**src/design/hlpc_pkg.sv**
```systemverilog
// ============================================================
// shared constants
package hlpc_pkg;
	localparam logic [7:0] HALT_OPCODE = 8'h8E;
	localparam logic [1:0] MASK_ENABLE_ALL = 2'b10;
	localparam logic [1:0] MASK_RESET = 2'b11;
	localparam int unsigned WAIT_SHORT = 256;
	localparam int unsigned WAIT_LONG = 4096;
	localparam int unsigned CNT_W = 13;
	// register byte addresses
	localparam logic [7:0] ADDR_CTRL = 8'h00;
	localparam logic [7:0] ADDR_STATUS = 8'h04;
	localparam logic [7:0] ADDR_OPTION = 8'h08;
	// control fields
	localparam int unsigned CTRL_RTC_IE = 0;
	// option fields
	localparam int unsigned OPT_LONG = 0;
	localparam int unsigned OPT_WDG_HALT = 1;
	localparam logic [2:0] OPTION_RESET = 3'h0;
	// axi responses
	localparam logic [1:0] RESP_OKAY = 2'b00;
	localparam logic [1:0] RESP_SLVERR = 2'b10;
	typedef enum logic [2:0] {
		ST_RUN,
		ST_ACTIVE_HALT,
		ST_HALT,
		ST_STABILIZE,
		ST_RESET_WAIT
	} hlpc_state_e;
endpackage

```
**src/design/hlpc_top.sv**
```systemverilog
`timescale 1ns/1ps
// What this block does
// - halt opcode enters active-halt when rtc_irq_enable is 1, else full halt.
// - active-halt ends only on rtc interrupt, wake-capable interrupt or reset.
// - interrupt exit from active-halt resumes at once without stabilization.
// - reset exit from active-halt waits 256 or 4096 cycles before vector.
// - entering either halt state forces mask level bits to binary 10.
// - active-halt keeps only oscillator and rtc counter clocked.
// - watchdog cannot reset during active-halt while rtc interrupt enabled.
// - clearing rtc enable within delay after wake drops into stabilize for the remaining count.
// - full halt ends only on reset or wake-capable interrupt, not rtc.
// - full halt exit restarts oscillator and waits 256 or 4096 cycles.
// - full halt stops oscillator and all internally clocked peripherals.
// - non-volatile option decides whether watchdog runs through full halt.
// - byte 0x8E is decoded as the halt instruction.
// - servicing wake interrupt pushes condition code and sets priority mask.
module hlpc_top #(
	parameter int unsigned WAIT_SHORT_CYC = hlpc_pkg::WAIT_SHORT,
	parameter int unsigned WAIT_LONG_CYC = hlpc_pkg::WAIT_LONG
) (
	input wire logic CLK_SYS_I,
	input wire logic RST_I,
	// cpu side
	input wire logic OPCODE_VALID_I,
	input wire logic [7:0] OPCODE_I,
	input wire logic SERVICE_I,
	input wire logic [1:0] ISR_LEVEL_I,
	input wire logic CC_POP_I,
	input wire logic [1:0] CC_POP_MASK_I,
	// wake sources (asynchronous)
	input wire logic RTC_IRQ_I,
	input wire logic WAKE_IRQ_I,
	input wire logic EXT_RESET_I,
	// watchdog
	input wire logic WDG_ENABLED_I,
	input wire logic WDG_EXPIRE_I,
	// axi4-lite slave
	input wire logic [7:0] AWADDR_I,
	input wire logic AWVALID_I,
	output logic AWREADY_O,
	input wire logic [31:0] WDATA_I,
	input wire logic [3:0] WSTRB_I,
	input wire logic WVALID_I,
	output logic WREADY_O,
	output logic [1:0] BRESP_O,
	output logic BVALID_O,
	input wire logic BREADY_I,
	input wire logic [7:0] ARADDR_I,
	input wire logic ARVALID_I,
	output logic ARREADY_O,
	output logic [31:0] RDATA_O,
	output logic [1:0] RRESP_O,
	output logic RVALID_O,
	input wire logic RREADY_I,
	// outputs
	output logic OSC_ENABLE_O,
	output logic RTC_CLK_EN_O,
	output logic PERIPH_CLK_EN_O,
	output logic CPU_RUN_O,
	output logic [1:0] CC_MASK_O,
	output logic CC_PUSH_O,
	output logic FETCH_RESET_VEC_O,
	output logic SERVICE_IRQ_O,
	output logic WDG_RESET_O,
	output logic [2:0] STATE_O
);
	hlpc_pkg::hlpc_state_e state;
	hlpc_pkg::hlpc_state_e next_state;
	logic [hlpc_pkg::CNT_W-1:0] cnt;
	logic [hlpc_pkg::CNT_W-1:0] next_cnt;
	logic [hlpc_pkg::CNT_W-1:0] wait_len;
	logic rtc_irq_enable;
	logic [2:0] option;
	logic [2:0] s1;
	logic [2:0] s2;
	logic rtc_irq;
	logic wake_irq;
	logic ext_reset;
	logic wake_latched;
	logic reset_latched;
	logic halt_exec;
	logic aw_hold;
	logic w_hold;
	logic [7:0] aw_addr;
	logic [31:0] w_data;
	logic [3:0] w_strb;

	// ============================================================
	// pin synchronisers
	always_ff @(posedge CLK_SYS_I) begin
		if (RST_I) begin
			s1 <= 3'h0;
			s2 <= 3'h0;
		end else begin
			s1 <= {EXT_RESET_I, WAKE_IRQ_I, RTC_IRQ_I};
			s2 <= s1;
		end
	end
	assign rtc_irq = s2[0];
	assign wake_irq = s2[1];
	assign ext_reset = s2[2];

	function automatic logic [hlpc_pkg::CNT_W-1:0] wait_cycles(
		input logic long_sel
	);
		if (long_sel)
			wait_cycles = hlpc_pkg::CNT_W'(WAIT_LONG_CYC - 1);
		else
			wait_cycles = hlpc_pkg::CNT_W'(WAIT_SHORT_CYC - 1);
	endfunction

	assign wait_len = wait_cycles(option[hlpc_pkg::OPT_LONG]);
	assign halt_exec = OPCODE_VALID_I &&
		OPCODE_I == hlpc_pkg::HALT_OPCODE;

	// ============================================================
	// held wake and reset requests
	// the wake pin level reaches the latch through the two-flop synchroniser
	// on CLK_SYS_I; the latch holds it across the oscillator restart
	always_ff @(posedge CLK_SYS_I) begin
		if (RST_I) begin
			wake_latched <= 1'b0;
		end else if (wake_irq && state != hlpc_pkg::ST_RUN) begin
			wake_latched <= 1'b1;
		end else if (state == hlpc_pkg::ST_RUN) begin
			wake_latched <= 1'b0;
		end
	end

	always_ff @(posedge CLK_SYS_I) begin
		if (RST_I) begin
			reset_latched <= 1'b0;
		end else if (ext_reset && state != hlpc_pkg::ST_RUN) begin
			reset_latched <= 1'b1;
		end else if (state == hlpc_pkg::ST_RUN) begin
			reset_latched <= 1'b0;
		end
	end

	// ============================================================
	// state machine
	always_comb begin
		next_state = state;
		next_cnt = cnt;
		case (state)
			hlpc_pkg::ST_RUN: begin
				if (ext_reset) begin
					next_state = hlpc_pkg::ST_RESET_WAIT;
					next_cnt = wait_len;
				end else if (halt_exec && rtc_irq_enable) begin
					next_state = hlpc_pkg::ST_ACTIVE_HALT;
				end else if (halt_exec) begin
					next_state = hlpc_pkg::ST_HALT;
				end
			end
			hlpc_pkg::ST_ACTIVE_HALT: begin
				if (ext_reset) begin
					next_state = hlpc_pkg::ST_RESET_WAIT;
					next_cnt = wait_len;
				end else if (rtc_irq || wake_irq) begin
					next_state = hlpc_pkg::ST_RUN;
					next_cnt = wait_len;
				end
			end
			hlpc_pkg::ST_HALT: begin
				if (ext_reset || wake_irq) begin
					next_state = hlpc_pkg::ST_STABILIZE;
					next_cnt = wait_len;
				end
			end
			hlpc_pkg::ST_STABILIZE, hlpc_pkg::ST_RESET_WAIT: begin
				if (cnt == '0) begin
					next_state = hlpc_pkg::ST_RUN;
				end else begin
					next_cnt = cnt - 1'b1;
				end
			end
			default: begin
				next_state = hlpc_pkg::ST_RUN;
			end
		endcase
		// post-wake window: dropping rtc enable falls into stabilize for the rest of the count
		if (state == hlpc_pkg::ST_RUN && cnt != '0 && !ext_reset &&
			!halt_exec) begin
			next_cnt = cnt - 1'b1;
			if (!rtc_irq_enable) begin
				next_state = hlpc_pkg::ST_STABILIZE;
				next_cnt = cnt - 1'b1;
			end
		end
	end

	always_ff @(posedge CLK_SYS_I) begin
		if (RST_I) begin
			state <= hlpc_pkg::ST_RUN;
			cnt <= '0;
		end else begin
			state <= next_state;
			cnt <= next_cnt;
		end
	end

	// ============================================================
	// clock gating and cpu control
	always_ff @(posedge CLK_SYS_I) begin
		if (RST_I) begin
			OSC_ENABLE_O <= 1'b1;
			RTC_CLK_EN_O <= 1'b1;
			PERIPH_CLK_EN_O <= 1'b1;
			CPU_RUN_O <= 1'b1;
			STATE_O <= 3'h0;
		end else begin
			OSC_ENABLE_O <= next_state != hlpc_pkg::ST_HALT;
			RTC_CLK_EN_O <= next_state == hlpc_pkg::ST_RUN ||
				next_state == hlpc_pkg::ST_ACTIVE_HALT;
			PERIPH_CLK_EN_O <= next_state == hlpc_pkg::ST_RUN;
			CPU_RUN_O <= next_state == hlpc_pkg::ST_RUN;
			STATE_O <= next_state;
		end
	end

	always_ff @(posedge CLK_SYS_I) begin
		if (RST_I) begin
			CC_MASK_O <= hlpc_pkg::MASK_RESET;
			CC_PUSH_O <= 1'b0;
			SERVICE_IRQ_O <= 1'b0;
			FETCH_RESET_VEC_O <= 1'b0;
		end else begin
			CC_PUSH_O <= 1'b0;
			SERVICE_IRQ_O <= 1'b0;
			FETCH_RESET_VEC_O <= 1'b0;
			if (state == hlpc_pkg::ST_RUN && next_state != state &&
				next_state != hlpc_pkg::ST_RESET_WAIT) begin
				CC_MASK_O <= hlpc_pkg::MASK_ENABLE_ALL;
			end else if (SERVICE_I) begin
				CC_PUSH_O <= 1'b1;
				CC_MASK_O <= ISR_LEVEL_I;
			end else if (CC_POP_I) begin
				CC_MASK_O <= CC_POP_MASK_I;
			end
			if (next_state == hlpc_pkg::ST_RUN && state != next_state) begin
				if (state == hlpc_pkg::ST_RESET_WAIT || reset_latched) begin
					FETCH_RESET_VEC_O <= 1'b1;
					CC_MASK_O <= hlpc_pkg::MASK_RESET;
				end else if (state == hlpc_pkg::ST_ACTIVE_HALT ||
					wake_latched) begin
					// a return after the rtc-enable drop has no new
					// request: its interrupt was already serviced
					SERVICE_IRQ_O <= 1'b1;
				end
			end
		end
	end

	// ============================================================
	// watchdog gating
	always_ff @(posedge CLK_SYS_I) begin
		if (RST_I) begin
			WDG_RESET_O <= 1'b0;
		end else if (state == hlpc_pkg::ST_ACTIVE_HALT) begin
			WDG_RESET_O <= 1'b0;
		end else if (state == hlpc_pkg::ST_HALT) begin
			WDG_RESET_O <= WDG_ENABLED_I && WDG_EXPIRE_I &&
				option[hlpc_pkg::OPT_WDG_HALT];
		end else begin
			WDG_RESET_O <= WDG_ENABLED_I && WDG_EXPIRE_I;
		end
	end

	// ============================================================
	// axi4-lite write
	always_ff @(posedge CLK_SYS_I) begin
		if (RST_I) begin
			aw_hold <= 1'b0;
			w_hold <= 1'b0;
			aw_addr <= 8'h00;
			w_data <= 32'h0000_0000;
			w_strb <= 4'h0;
			BVALID_O <= 1'b0;
			BRESP_O <= hlpc_pkg::RESP_OKAY;
			rtc_irq_enable <= 1'b0;
			option <= hlpc_pkg::OPTION_RESET;
		end else begin
			if (AWVALID_I && AWREADY_O) begin
				aw_hold <= 1'b1;
				aw_addr <= AWADDR_I;
			end
			if (WVALID_I && WREADY_O) begin
				w_hold <= 1'b1;
				w_data <= WDATA_I;
				w_strb <= WSTRB_I;
			end
			if (aw_hold && w_hold && !BVALID_O) begin
				aw_hold <= 1'b0;
				w_hold <= 1'b0;
				BVALID_O <= 1'b1;
				BRESP_O <= hlpc_pkg::RESP_OKAY;
				if (aw_addr == hlpc_pkg::ADDR_CTRL) begin
					if (w_strb[0])
						rtc_irq_enable <= w_data[hlpc_pkg::CTRL_RTC_IE];
				end else if (aw_addr == hlpc_pkg::ADDR_OPTION) begin
					if (w_strb[0])
						option <= w_data[2:0];
				end else if (aw_addr != hlpc_pkg::ADDR_STATUS) begin
					BRESP_O <= hlpc_pkg::RESP_SLVERR;
				end
			end else if (BVALID_O && BREADY_I) begin
				BVALID_O <= 1'b0;
			end
		end
	end
	assign AWREADY_O = !aw_hold && !BVALID_O;
	assign WREADY_O = !w_hold && !BVALID_O;

	// ============================================================
	// axi4-lite read
	always_ff @(posedge CLK_SYS_I) begin
		if (RST_I) begin
			RVALID_O <= 1'b0;
			RDATA_O <= 32'h0000_0000;
			RRESP_O <= hlpc_pkg::RESP_OKAY;
		end else if (ARVALID_I && ARREADY_O) begin
			RVALID_O <= 1'b1;
			RRESP_O <= hlpc_pkg::RESP_OKAY;
			RDATA_O <= 32'h0000_0000;
			if (ARADDR_I == hlpc_pkg::ADDR_CTRL) begin
				RDATA_O <= {31'h0, rtc_irq_enable};
			end else if (ARADDR_I == hlpc_pkg::ADDR_STATUS) begin
				// count in [15:3], state in [2:0]
				RDATA_O <= {16'h0, cnt, state};
			end else if (ARADDR_I == hlpc_pkg::ADDR_OPTION) begin
				RDATA_O <= {29'h0, option};
			end else begin
				RRESP_O <= hlpc_pkg::RESP_SLVERR;
			end
		end else if (RVALID_O && RREADY_I) begin
			RVALID_O <= 1'b0;
		end
	end
	assign ARREADY_O = !RVALID_O;
endmodule // hlpc_top

```
**config.mk**
```make
export PLATFORM = sky130hd
export DESIGN_NAME = hlpc_top
export DESIGN_NICKNAME = d
export VERILOG_FILES = /design/src/design/hlpc_pkg.sv /design/src/design/hlpc_top.sv
export SDC_FILE = /design/constraint.sdc
export NUM_CORES = 1
export LEC_CHECK = 0
export BUFFER_PORTS_ARGS = -buffer_cell sky130_fd_sc_hd__buf_4
export CORE_AREA = 2 2 93 95
export DETAILED_ROUTE_END_ITERATION = 6
export DIE_AREA = 0 0 95 97
export PLACE_DENSITY_LB_ADDON = 0.25
export SYNTH_ARGS = -nofsm -noshare
export SYNTH_HDL_FRONTEND = slang
export SYNTH_SLANG_ARGS = --single-unit
```
**constraint.sdc**
```tcl
create_clock -name CLK_SYS_I -period 4.65 [get_ports CLK_SYS_I]
set_clock_uncertainty 0.05 [all_clocks]
set_input_delay 0.93 -clock CLK_SYS_I [delete_from_list [all_inputs] [get_ports CLK_SYS_I]]
set_output_delay 0.93 -clock CLK_SYS_I [all_outputs]
set_load 0.01 [all_outputs]
```
== Word-level counts from Yosys, hierarchy flattened ==
Cells that the tools add are included.

* Register bits: 89
* Output and inout bits: 54
* Word-level logic and storage cells: 143

* $add $sub $neg: 1
* Eq/ne operators: 18
* Muxes and demuxes: 43
* Bitwise operators: 2
* Reduce and logical (&&, ||, !) cells: 53

{| class="wikitable"
|+ Operator list
! operator !! count
|-
| 2-to-1 mux 13 bit || 6
|-
| one-hot mux 13 bit (4 select lines) || 1
|-
| 2-to-1 mux 16 bit || 2
|-
| 2-to-1 mux 3 bit || 10
|-
| 2-to-1 mux 2 bit || 11
|-
| logical AND 1 bit || 21
|-
| equality test 8 x 4 -> 1 bit, second input constant || 2
|-
| logical NOT 8 bit || 2
|-
| logical NOT 13 bit || 1
|-
| nonzero test 13 bit || 1
|-
| subtractor 13 x 1 -> 13 bit, second input constant || 1
|-
| 2-to-1 mux 12 bit || 1
|-
| one-hot mux 3 bit (4 select lines) || 1
|-
| 2-to-1 mux 1 bit || 11
|-
| OR reduction 2 bit || 5
|-
| inequality test 3 bit, second input constant || 3
|-
| equality test 8 x 3 -> 1 bit, second input constant || 1
|-
| equality test 8 bit, second input constant || 1
|-
| inequality test 8 x 3 -> 1 bit, second input constant || 1
|-
| nonzero test 2 bit || 4
|-
| equality test 3 x 1 -> 1 bit, second input constant || 2
|-
| equality test 3 x 2 -> 1 bit, second input constant || 2
|-
| logical NOT 1 bit || 6
|-
| logical NOT 3 bit || 2
|-
| 12 further kinds || 19
|}

== Logic depth before layout (Yosys ltp) ==
Gate-level depths: netlist of run 1.

* Depth after elaboration: 14
* Depth in mapped cells: 9
* Gate-level depth less buffers: 8

== Worst setup path after synthesis of run 1 ==
Ideal clock, no wire load.

* Kind: input to register
* From: input port OPCODE_I[5]
* To: register CC_MASK_O[1]
* Setup time: 0.079 ns
* Arrival time: 2.936 ns
* Slack: 1.585 ns
* Cell stages on the path: 6
* Cells stage by stage: or4b_1 or4_1 o221ai_1 o31ai_1 or4_4 o211ai_1

* Word-level cells in the longest chain between the ends: 14

{| class="wikitable"
|+ Ends and longest elaborated chain
! element !! line !! RTL
|-
| from (decl) || hlpc_top.sv:25 || <nowiki>input wire logic [7:0] OPCODE_I,</nowiki>
|-
| equality test 8 bit (*) || hlpc_top.sv:114 || <nowiki>OPCODE_I == hlpc_pkg::HALT_OPCODE;</nowiki>
|-
| logical AND 1 bit (*) || hlpc_top.sv:113 || <nowiki>assign halt_exec = OPCODE_VALID_I &&</nowiki>
|-
| 2-to-1 mux 3 bit / logical AND 1 bit (equally long branches) || hlpc_top.sv:152, hlpc_top.sv:150 ||
|-
| 2-to-1 mux 3 bit || hlpc_top.sv:150 || <nowiki>end else if (halt_exec && rtc_irq_enable) begin</nowiki>
|-
| 2-to-1 mux 3 bit || hlpc_top.sv:147 || <nowiki>if (ext_reset) begin</nowiki>
|-
| one-hot mux 3 bit (4 select lines) || hlpc_top.sv:145 || <nowiki>case (state)</nowiki>
|-
| 2-to-1 mux 3 bit || hlpc_top.sv:186 || <nowiki>if (!rtc_irq_enable) begin</nowiki>
|-
| 2-to-1 mux 3 bit (*) || hlpc_top.sv:183 || <nowiki>if (state == hlpc_pkg::ST_RUN && cnt != '0 && !ext_reset &&</nowiki>
|-
| inequality test 3 bit || hlpc_top.sv:232, hlpc_top.sv:241 ||
|-
| logical AND 1 bit (2 in series) || hlpc_top.sv:232 || <nowiki>if (state == hlpc_pkg::ST_RUN && next_state != state &&</nowiki>
|-
| 2-to-1 mux 2 bit || hlpc_top.sv:232 ||
|-
| 2-to-1 mux 2 bit || hlpc_top.sv:242 || <nowiki>if (state == hlpc_pkg::ST_RESET_WAIT || reset_latched) begin</nowiki>
|-
| 2-to-1 mux 2 bit (*) || hlpc_top.sv:241 || <nowiki>if (next_state == hlpc_pkg::ST_RUN && state != next_state) begin</nowiki>
|-
| to (signal assigned) || hlpc_top.sv:224 || <nowiki>CC_MASK_O <= hlpc_pkg::MASK_RESET;</nowiki>
|-
| to (signal assigned) || hlpc_top.sv:234 || <nowiki>CC_MASK_O <= hlpc_pkg::MASK_ENABLE_ALL;</nowiki>
|-
| to (signal assigned) || hlpc_top.sv:244 || <nowiki>CC_MASK_O <= hlpc_pkg::MASK_RESET;</nowiki>
|-
| to (decl) || hlpc_top.sv:60 || <nowiki>output logic [1:0] CC_MASK_O,</nowiki>
|}

Every way passes the cells marked *; elsewhere a longest branch is shown, timed or not.
A chain may end at the register's enable or synchronous reset.

== Final worst setup path of run 1 ==
* From: input port OPCODE_I[5]
* To: register cnt[11] (netlist bit)

* Word-level cells in the longest chain between the ends: 6

{| class="wikitable"
|+ Ends and longest elaborated chain
! element !! line !! RTL
|-
| equality test 8 bit (*) || hlpc_top.sv:114 ||
|-
| logical AND 1 bit (*) || hlpc_top.sv:113 ||
|-
| logical NOT 1 bit (*) || hlpc_top.sv:184 || <nowiki>!halt_exec) begin</nowiki>
|-
| logical AND 1 bit (*) || hlpc_top.sv:183 ||
|-
| inequality test 4 bit (no line), or another cell as far along || n/a ||
|-
| AND reduction 5 bit (no line) || n/a ||
|-
| to (signal assigned) || hlpc_top.sv:199 || <nowiki>cnt <= next_cnt;</nowiki>
|-
| to (decl) || hlpc_top.sv:69 || <nowiki>logic [hlpc_pkg::CNT_W-1:0] cnt;</nowiki>
|}

Marks and branches as above.

==> impl_metrics.yaml, run 1 <==
power_and_ir_drop:
  power_leakage_nw: 1.70
  p_sw_mw: 0.731
  powerDensity_nw_per_um2: 499
  clkPwrFrac_pct: 23.8
  seq_power_share_pct: 39.9
  sw_frac_of_total_pct: 36.6
  peakVddDrop_v: 0.000156
  internal_power_mw: 1.26
  p_comb_share_pct: 36.3
  p_total_mw: 1.99
sta:
  finalWorstSetupSlack_ns: 1.57
  setup_tns_ns: 0
  max_freq_ghz: 0.325
  worstMarginPinSlew_ns: 1.01
  hold_viol: 0
  setup_viol: 0
  drv_slew: 0
  timing.final.crit_share_pct: 66.3
  relSlewSlack_pct: 32.4
  period_minus_slack_ns: 3.08
  rsz0062_at_grt: "no"
die:
  core_um2: 8130
  die-width_um: 95
  die_height_um: 97
  dieArea_um2: 9220
  start_util_pct: 39.3
  num_io_pins: 133
  rows: 33
clocking:
  clk_pin_slew_worst_paths_ns: 0.07
  clk_latency_ns: 0.34
  cts_buffer_depth: 2
  post_cts_buffers: 0
  cts_tree: "done"
  clkSinkCount: 71
  numCtsBuffers: 9
  cts_resized: 0
  root_buffer: "clkbuf_8"
  htree_levels: 3
  hold_buffers: 0
finish:
  fin_nets: 536
  layout.cells.non_filler: 566
  synthToLayoutAreaGrowth_pct: 25.0
  nFillCells: 822
  drive_gt1_share_pct: 23.9
  diodes: 0
detailed_routing:
  drc: 0
  final_antenna_net_count: 0
  wire_per_inst_um: 12.6
  drt-total-wl_mm: 7.12
  dr.first_iter.drc_count: 191
  vias: 2832
  dr.pass1.iters: 4
  via_per_inst: 5.00
setup_path:
  crit_start: "OPCODE_I[5]"
  end_kind: "register"
  r2r_setup_slack_ns: 1.62
  crit_path_end: "cnt[11]"
  reg2reg_from: "STATE_O[0]"
  r2r-end: "cnt[5]"
  crit_arrival_ns: 3.30
  cp.required_ns: 4.87
  rr_worst_depth: 6
  path_class: "input port to register"
  start_kind: "input port"
  cp_max_fo: 12
logic_synthesis:
  avgSynthCellArea_um2: 8.37
  yosys.area.top_type: "dfxtp_1"
  synthArstFlopShare_pct: 0
  synth.top_cells.by_count: "dfxtp_1, nor2_1, nand2_1, a21oi_1, buf_4"
  synth_top_area_share_pct: 44.5
  synth_area_um2: 3200
  yosysWarnings: 0
  synth_area_leaders: "dfxtp_1, nor2_1, a21oi_1"
  synth.most_common_cell: "dfxtp_1"
  yosysSeqAreaShare_pct: 44.5
  postSynthCellCount: 382
  synth_edf_count: 0
  synth_ff_type: "dfxtp_1"
  ys_types: 54
  ys_seq_elements: 71
place:
  dp_hpwl_mm: 5.14
  dp_slack_ns: 1.24
  dp.cells: 550
  portBuffers: 82
  place.gp.congestion: 0.813
global_route:
  antenna_found_initial: 0
  grtUsageTotal_pct: 16.4
  grt-ovfl-total: 0
  first_global_vias: 2607
  grt_max_degree: 61
  grt_pass1_wl_mm: 12.0
hold_path:
  min_path_type: "register to register"
  holdPathStages: 1
flow_run:
  drv_cap: 0
status:
  status: "complete, no violations"
placed cells by master, fill, tap and decap left out, types with 9 or more instances in the layout:
cell type,instances
nand2_1,37
nor3_1,13
nor2b_1,11
conb_1,18
mux2i_1,10
a22oi_1,16
a21oi_1,33
inv_1,11
clkbuf_8,9
dfxtp_1,71
o21ai_0,15
nor2_1,55
buf_4,82
worst max-delay path: stages:
cell     delay [ns]
buf_4          0.10
or4b_1         0.53
o41ai_1        0.77
o211a_1        0.47
and2_1         0.23
o21ai_0        0.10
a21oi_1        0.17
metrics by stage:
| stage | cell area, um^2 | util (%) | hold WS (ns) |
|---|---|---|---|
| after floorplan | 3260 | - | 0.364 |
| final | 3990 | 49.1 | 0.389 |
| after detailed placement | 3800 | 46.8 | 0.379 |
| after CTS | 3990 | 49.1 | 0.396 |
| after global placement | 3800 | 46.8 | 0.376 |
| after global routing | 3990 | 49.1 | 0.413 |
per-layer routing:
layer | vias up | part of all wire (%) | track usage (%)
li1 | 1454 | - | -
met1 | 1263 | 45 | 20.6
met2 | 104 | 45 | 25.8
met3 | 11 | 8.1 | 5.06
met4 | 0 | 1.8 | 6.80
met5 | - | 0 | 0
area by class of cell:
cell class / count / area [um^2] / share of cell area [%]
Tap cell: 105 / 131 / 3.29
Clock buffer: 10 / 128 / 3.20
Sequential cell: 71 / 1420 / 35.6
Timing Repair Buffer: 82 / 616 / 15.4
Multi-Input combinational cell: 281 / 1600 / 39.9
Inverter: 11 / 41.3 / 1.03
Clock inverter: 6 / 61.3 / 1.54
logic make-up (layout without fill, tap and decap cells):
family | count (synthesis) | count (layout) | synth area share (%)
xor gates and xnor gates | 6 | 6 | 1.64
adders and majority gates | 1 | 1 | 0.391
other | 1 | 18 | 0.117
buffers and inverters | 47 | 109 | 7.75
and+or+nand+nor | 152 | 152 | 23.2
AOI/OAI and AO/OA | 93 | 93 | 18.9
muxes | 11 | 11 | 3.48
DFF | 71 | 71 | 44.5
power groups by stage:
stage / clock network [mW] / logic [mW] / registers [mW]
6_report: 0.474 / 0.724 / 0.796
5_1_grt: 0.517 / 0.815 / 0.814
4_1_cts: 0.492 / 0.726 / 0.795
3_5_place_dp: 0 / 0.718 / 0.809
3_3_place_gp: 0 / 0.712 / 0.808
2_1_floorplan: 0 / 0.553 / 0.789
sequential cells by signal, indices dropped and copies added (netlist names), 2 cells and up:
| signal | flops |
|---|---|
| option | 3 |
| s1 | 3 |
| cnt | 13 |
| s2 | 3 |
| STATE_O | 3 |
| aw_addr | 8 |
| RDATA_O | 16 |
| w_data | 3 |
| CC_MASK_O | 2 |
worst min path at each step:
stage	start	endpoint	slack [ns]
floorplan	s1[0]	s2[0]	0.36
global placement	s1[0]	s2[0]	0.38
detailed placement	s1[2]	s2[2]	0.38
CTS	s1[2]	s2[2]	0.40
global route	s1[0]	s2[0]	0.41
finish	s1[0]	s2[0]	0.39
No activity file was read; power rests on OpenSTA's default activity.
==> inputs of run 2 (changes only) <==
Clock period 4.65 ns to 2.9 ns, I/O delays scaled along.
==> run 2 against run 1 <==
Die area did not move. Largest cell class unchanged. Combinational power rose by 74%. First-iteration DRC count fell by 30%. Global-route usage rose by 0.096 points. Critical endpoint is now CC_MASK_O[1]. Clock-buffer cell count fell by 1. Via count rose by 2.2%. Critical path depth rose by 2.
==> impl_metrics.yaml, run 2 (synthesized netlist as in run 1, its figures left out) <==
global_route:
  antenna_found_initial: 0
  grtUsageTotal_pct: 16.5
  grt_max_degree: 23
  grt_pass1_wl_mm: 12.0
  first_global_vias: 2629
  grt-ovfl-total: 0
clocking:
  cts_resized: 0
  cts_buffer_depth: 2
  post_cts_buffers: 0
  htree_levels: 3
  clk_latency_ns: 0.35
  cts_tree: "done"
  clkSinkCount: 71
  clk_pin_slew_worst_paths_ns: 0.08
  numCtsBuffers: 9
  hold_buffers: 0
  root_buffer: "clkbuf_8"
setup_path:
  path_class: "register to register"
  crit_start: "cnt[0]"
  end_kind: "register"
  cp.required_ns: 3.13
  crit_arrival_ns: 3.00
  start_kind: "register"
  cp_max_fo: 10
  reg2reg_from: "cnt[0]"
finish:
  regMostFlops: "RDATA_O"
  synthToLayoutAreaGrowth_pct: 27.0
  layout.cells.non_filler: 576
  top_regs: "RDATA_O x16, cnt x13, aw_addr x8"
  drive_gt1_share_pct: 25.5
  final_cell_mix: "buf_4, dfxtp_1, nor2_1"
  diodes: 0
  fin_nets: 546
  final_common_cell: "buf_4"
  largest_reg_flops: 16
die:
  dieArea_um2: 9220
  start_util_pct: 39.3
  rows: 33
  num_io_pins: 133
  die_height_um: 97
  core_um2: 8130
  die-width_um: 95
sta:
  max_freq_ghz: 0.361
  timing.final.crit_share_pct: 95.4
  period_minus_slack_ns: 2.77
  drv_slew: 0
  hold_viol: 0
  setup_viol: 0
  relSlewSlack_pct: 56.6
  finalWorstSetupSlack_ns: 0.133
  rsz0062_at_grt: "no"
  worstMarginPinSlew_ns: 0.652
detailed_routing:
  via_per_inst: 5.02
  final_antenna_net_count: 0
  drt-total-wl_mm: 7.39
  dr.pass1.iters: 4
  dr.first_iter.drc_count: 134
  drc: 0
  vias: 2893
  wire_per_inst_um: 12.8
place:
  place.gp.congestion: 0.919
  portBuffers: 82
  dp.cells: 560
  dp_slack_ns: -0.00828
  dp_hpwl_mm: 5.49
flow_run:
  drv_cap: 0
power_and_ir_drop:
  powerDensity_nw_per_um2: 794
  power_leakage_nw: 1.74
  peakVddDrop_v: 0.000270
hold_path:
  min_path_type: "input port to register"
  min_from: "RREADY_I"
status:
  status: "complete, no violations"
-- run 2: cell count changes in the layout (fill, tap and decap cells not counted) --
cell,delta
a221oi_4,+1
buf_4,+10
a221oi_2,-1
inv_6,+1
bufinv_16,-1
nor3b_2,-1
clkinvlp_4,+1
clkbuf_1,-1
nor3b_1,+1
-- run 2: worst paths after layout --
kind	cells past startpoint	slack, ns	end
worst max-delay path	9	0.13	CC_MASK_O[1]
worst min-delay path	2	0.35	RVALID_O
worst max register to register	9	0.13	CC_MASK_O[1]
worst min register to register	1	0.39	s2[0]
-- run 2: metal layers --
layer | vias up | share of wire, % | GRT usage (%)
met5 | - | 0 | 0
met4 | 0 | 1.4 | 5.35
met3 | 11 | 8.1 | 6.70
met2 | 89 | 47 | 26.2
met1 | 1327 | 44 | 20.1
li1 | 1466 | - | -
-- run 2: critical path, cell delays in order, from the launching register on --
cell      delay, ns
dfxtp_1        0.37
inv_1          0.08
ha_1           0.18
or4b_1         0.55
nor4_4         0.23
buf_4          0.21
a21oi_2        0.08
a21o_1         0.21
or4_4          0.57
o211ai_1       0.17
-- run 2: layout make-up --
class	count	area, um^2
flip-flops and latches	71	1420
repair buffers	92	691
multi-input cells	281	1600
fillers	808	4080
clock buffers	9	124
well taps	105	131
inverters	11	41.3
clock inverters	7	47.5
-- run 2: where the power goes --
part           switching, mW  leakage (nW)  internal (mW)  total, mW
sequential             0.152         0.581           1.12       1.27
combinational          0.691          1.08          0.566       1.26
clock                  0.386        0.0854          0.309      0.695
-- run 2: metrics by stage --
| step | TNS, ns | power, mW | util [%] | hold WS (ns) | instance area (um^2) |
|---|---|---|---|---|---|
| global route | 0 | 3.44 | 49.9 | 0.353 | 4060 |
| global placement | 0 | 2.49 | 47.6 | 0.376 | 3870 |
| detailed placement | -0.00832 | 2.51 | 47.6 | 0.378 | 3870 |
| finish | 0 | 3.22 | 49.9 | 0.352 | 4060 |
| floorplan | 0 | 2.15 | - | 0.364 | 3260 |
| CTS | 0 | 3.21 | 49.7 | 0.337 | 4050 |
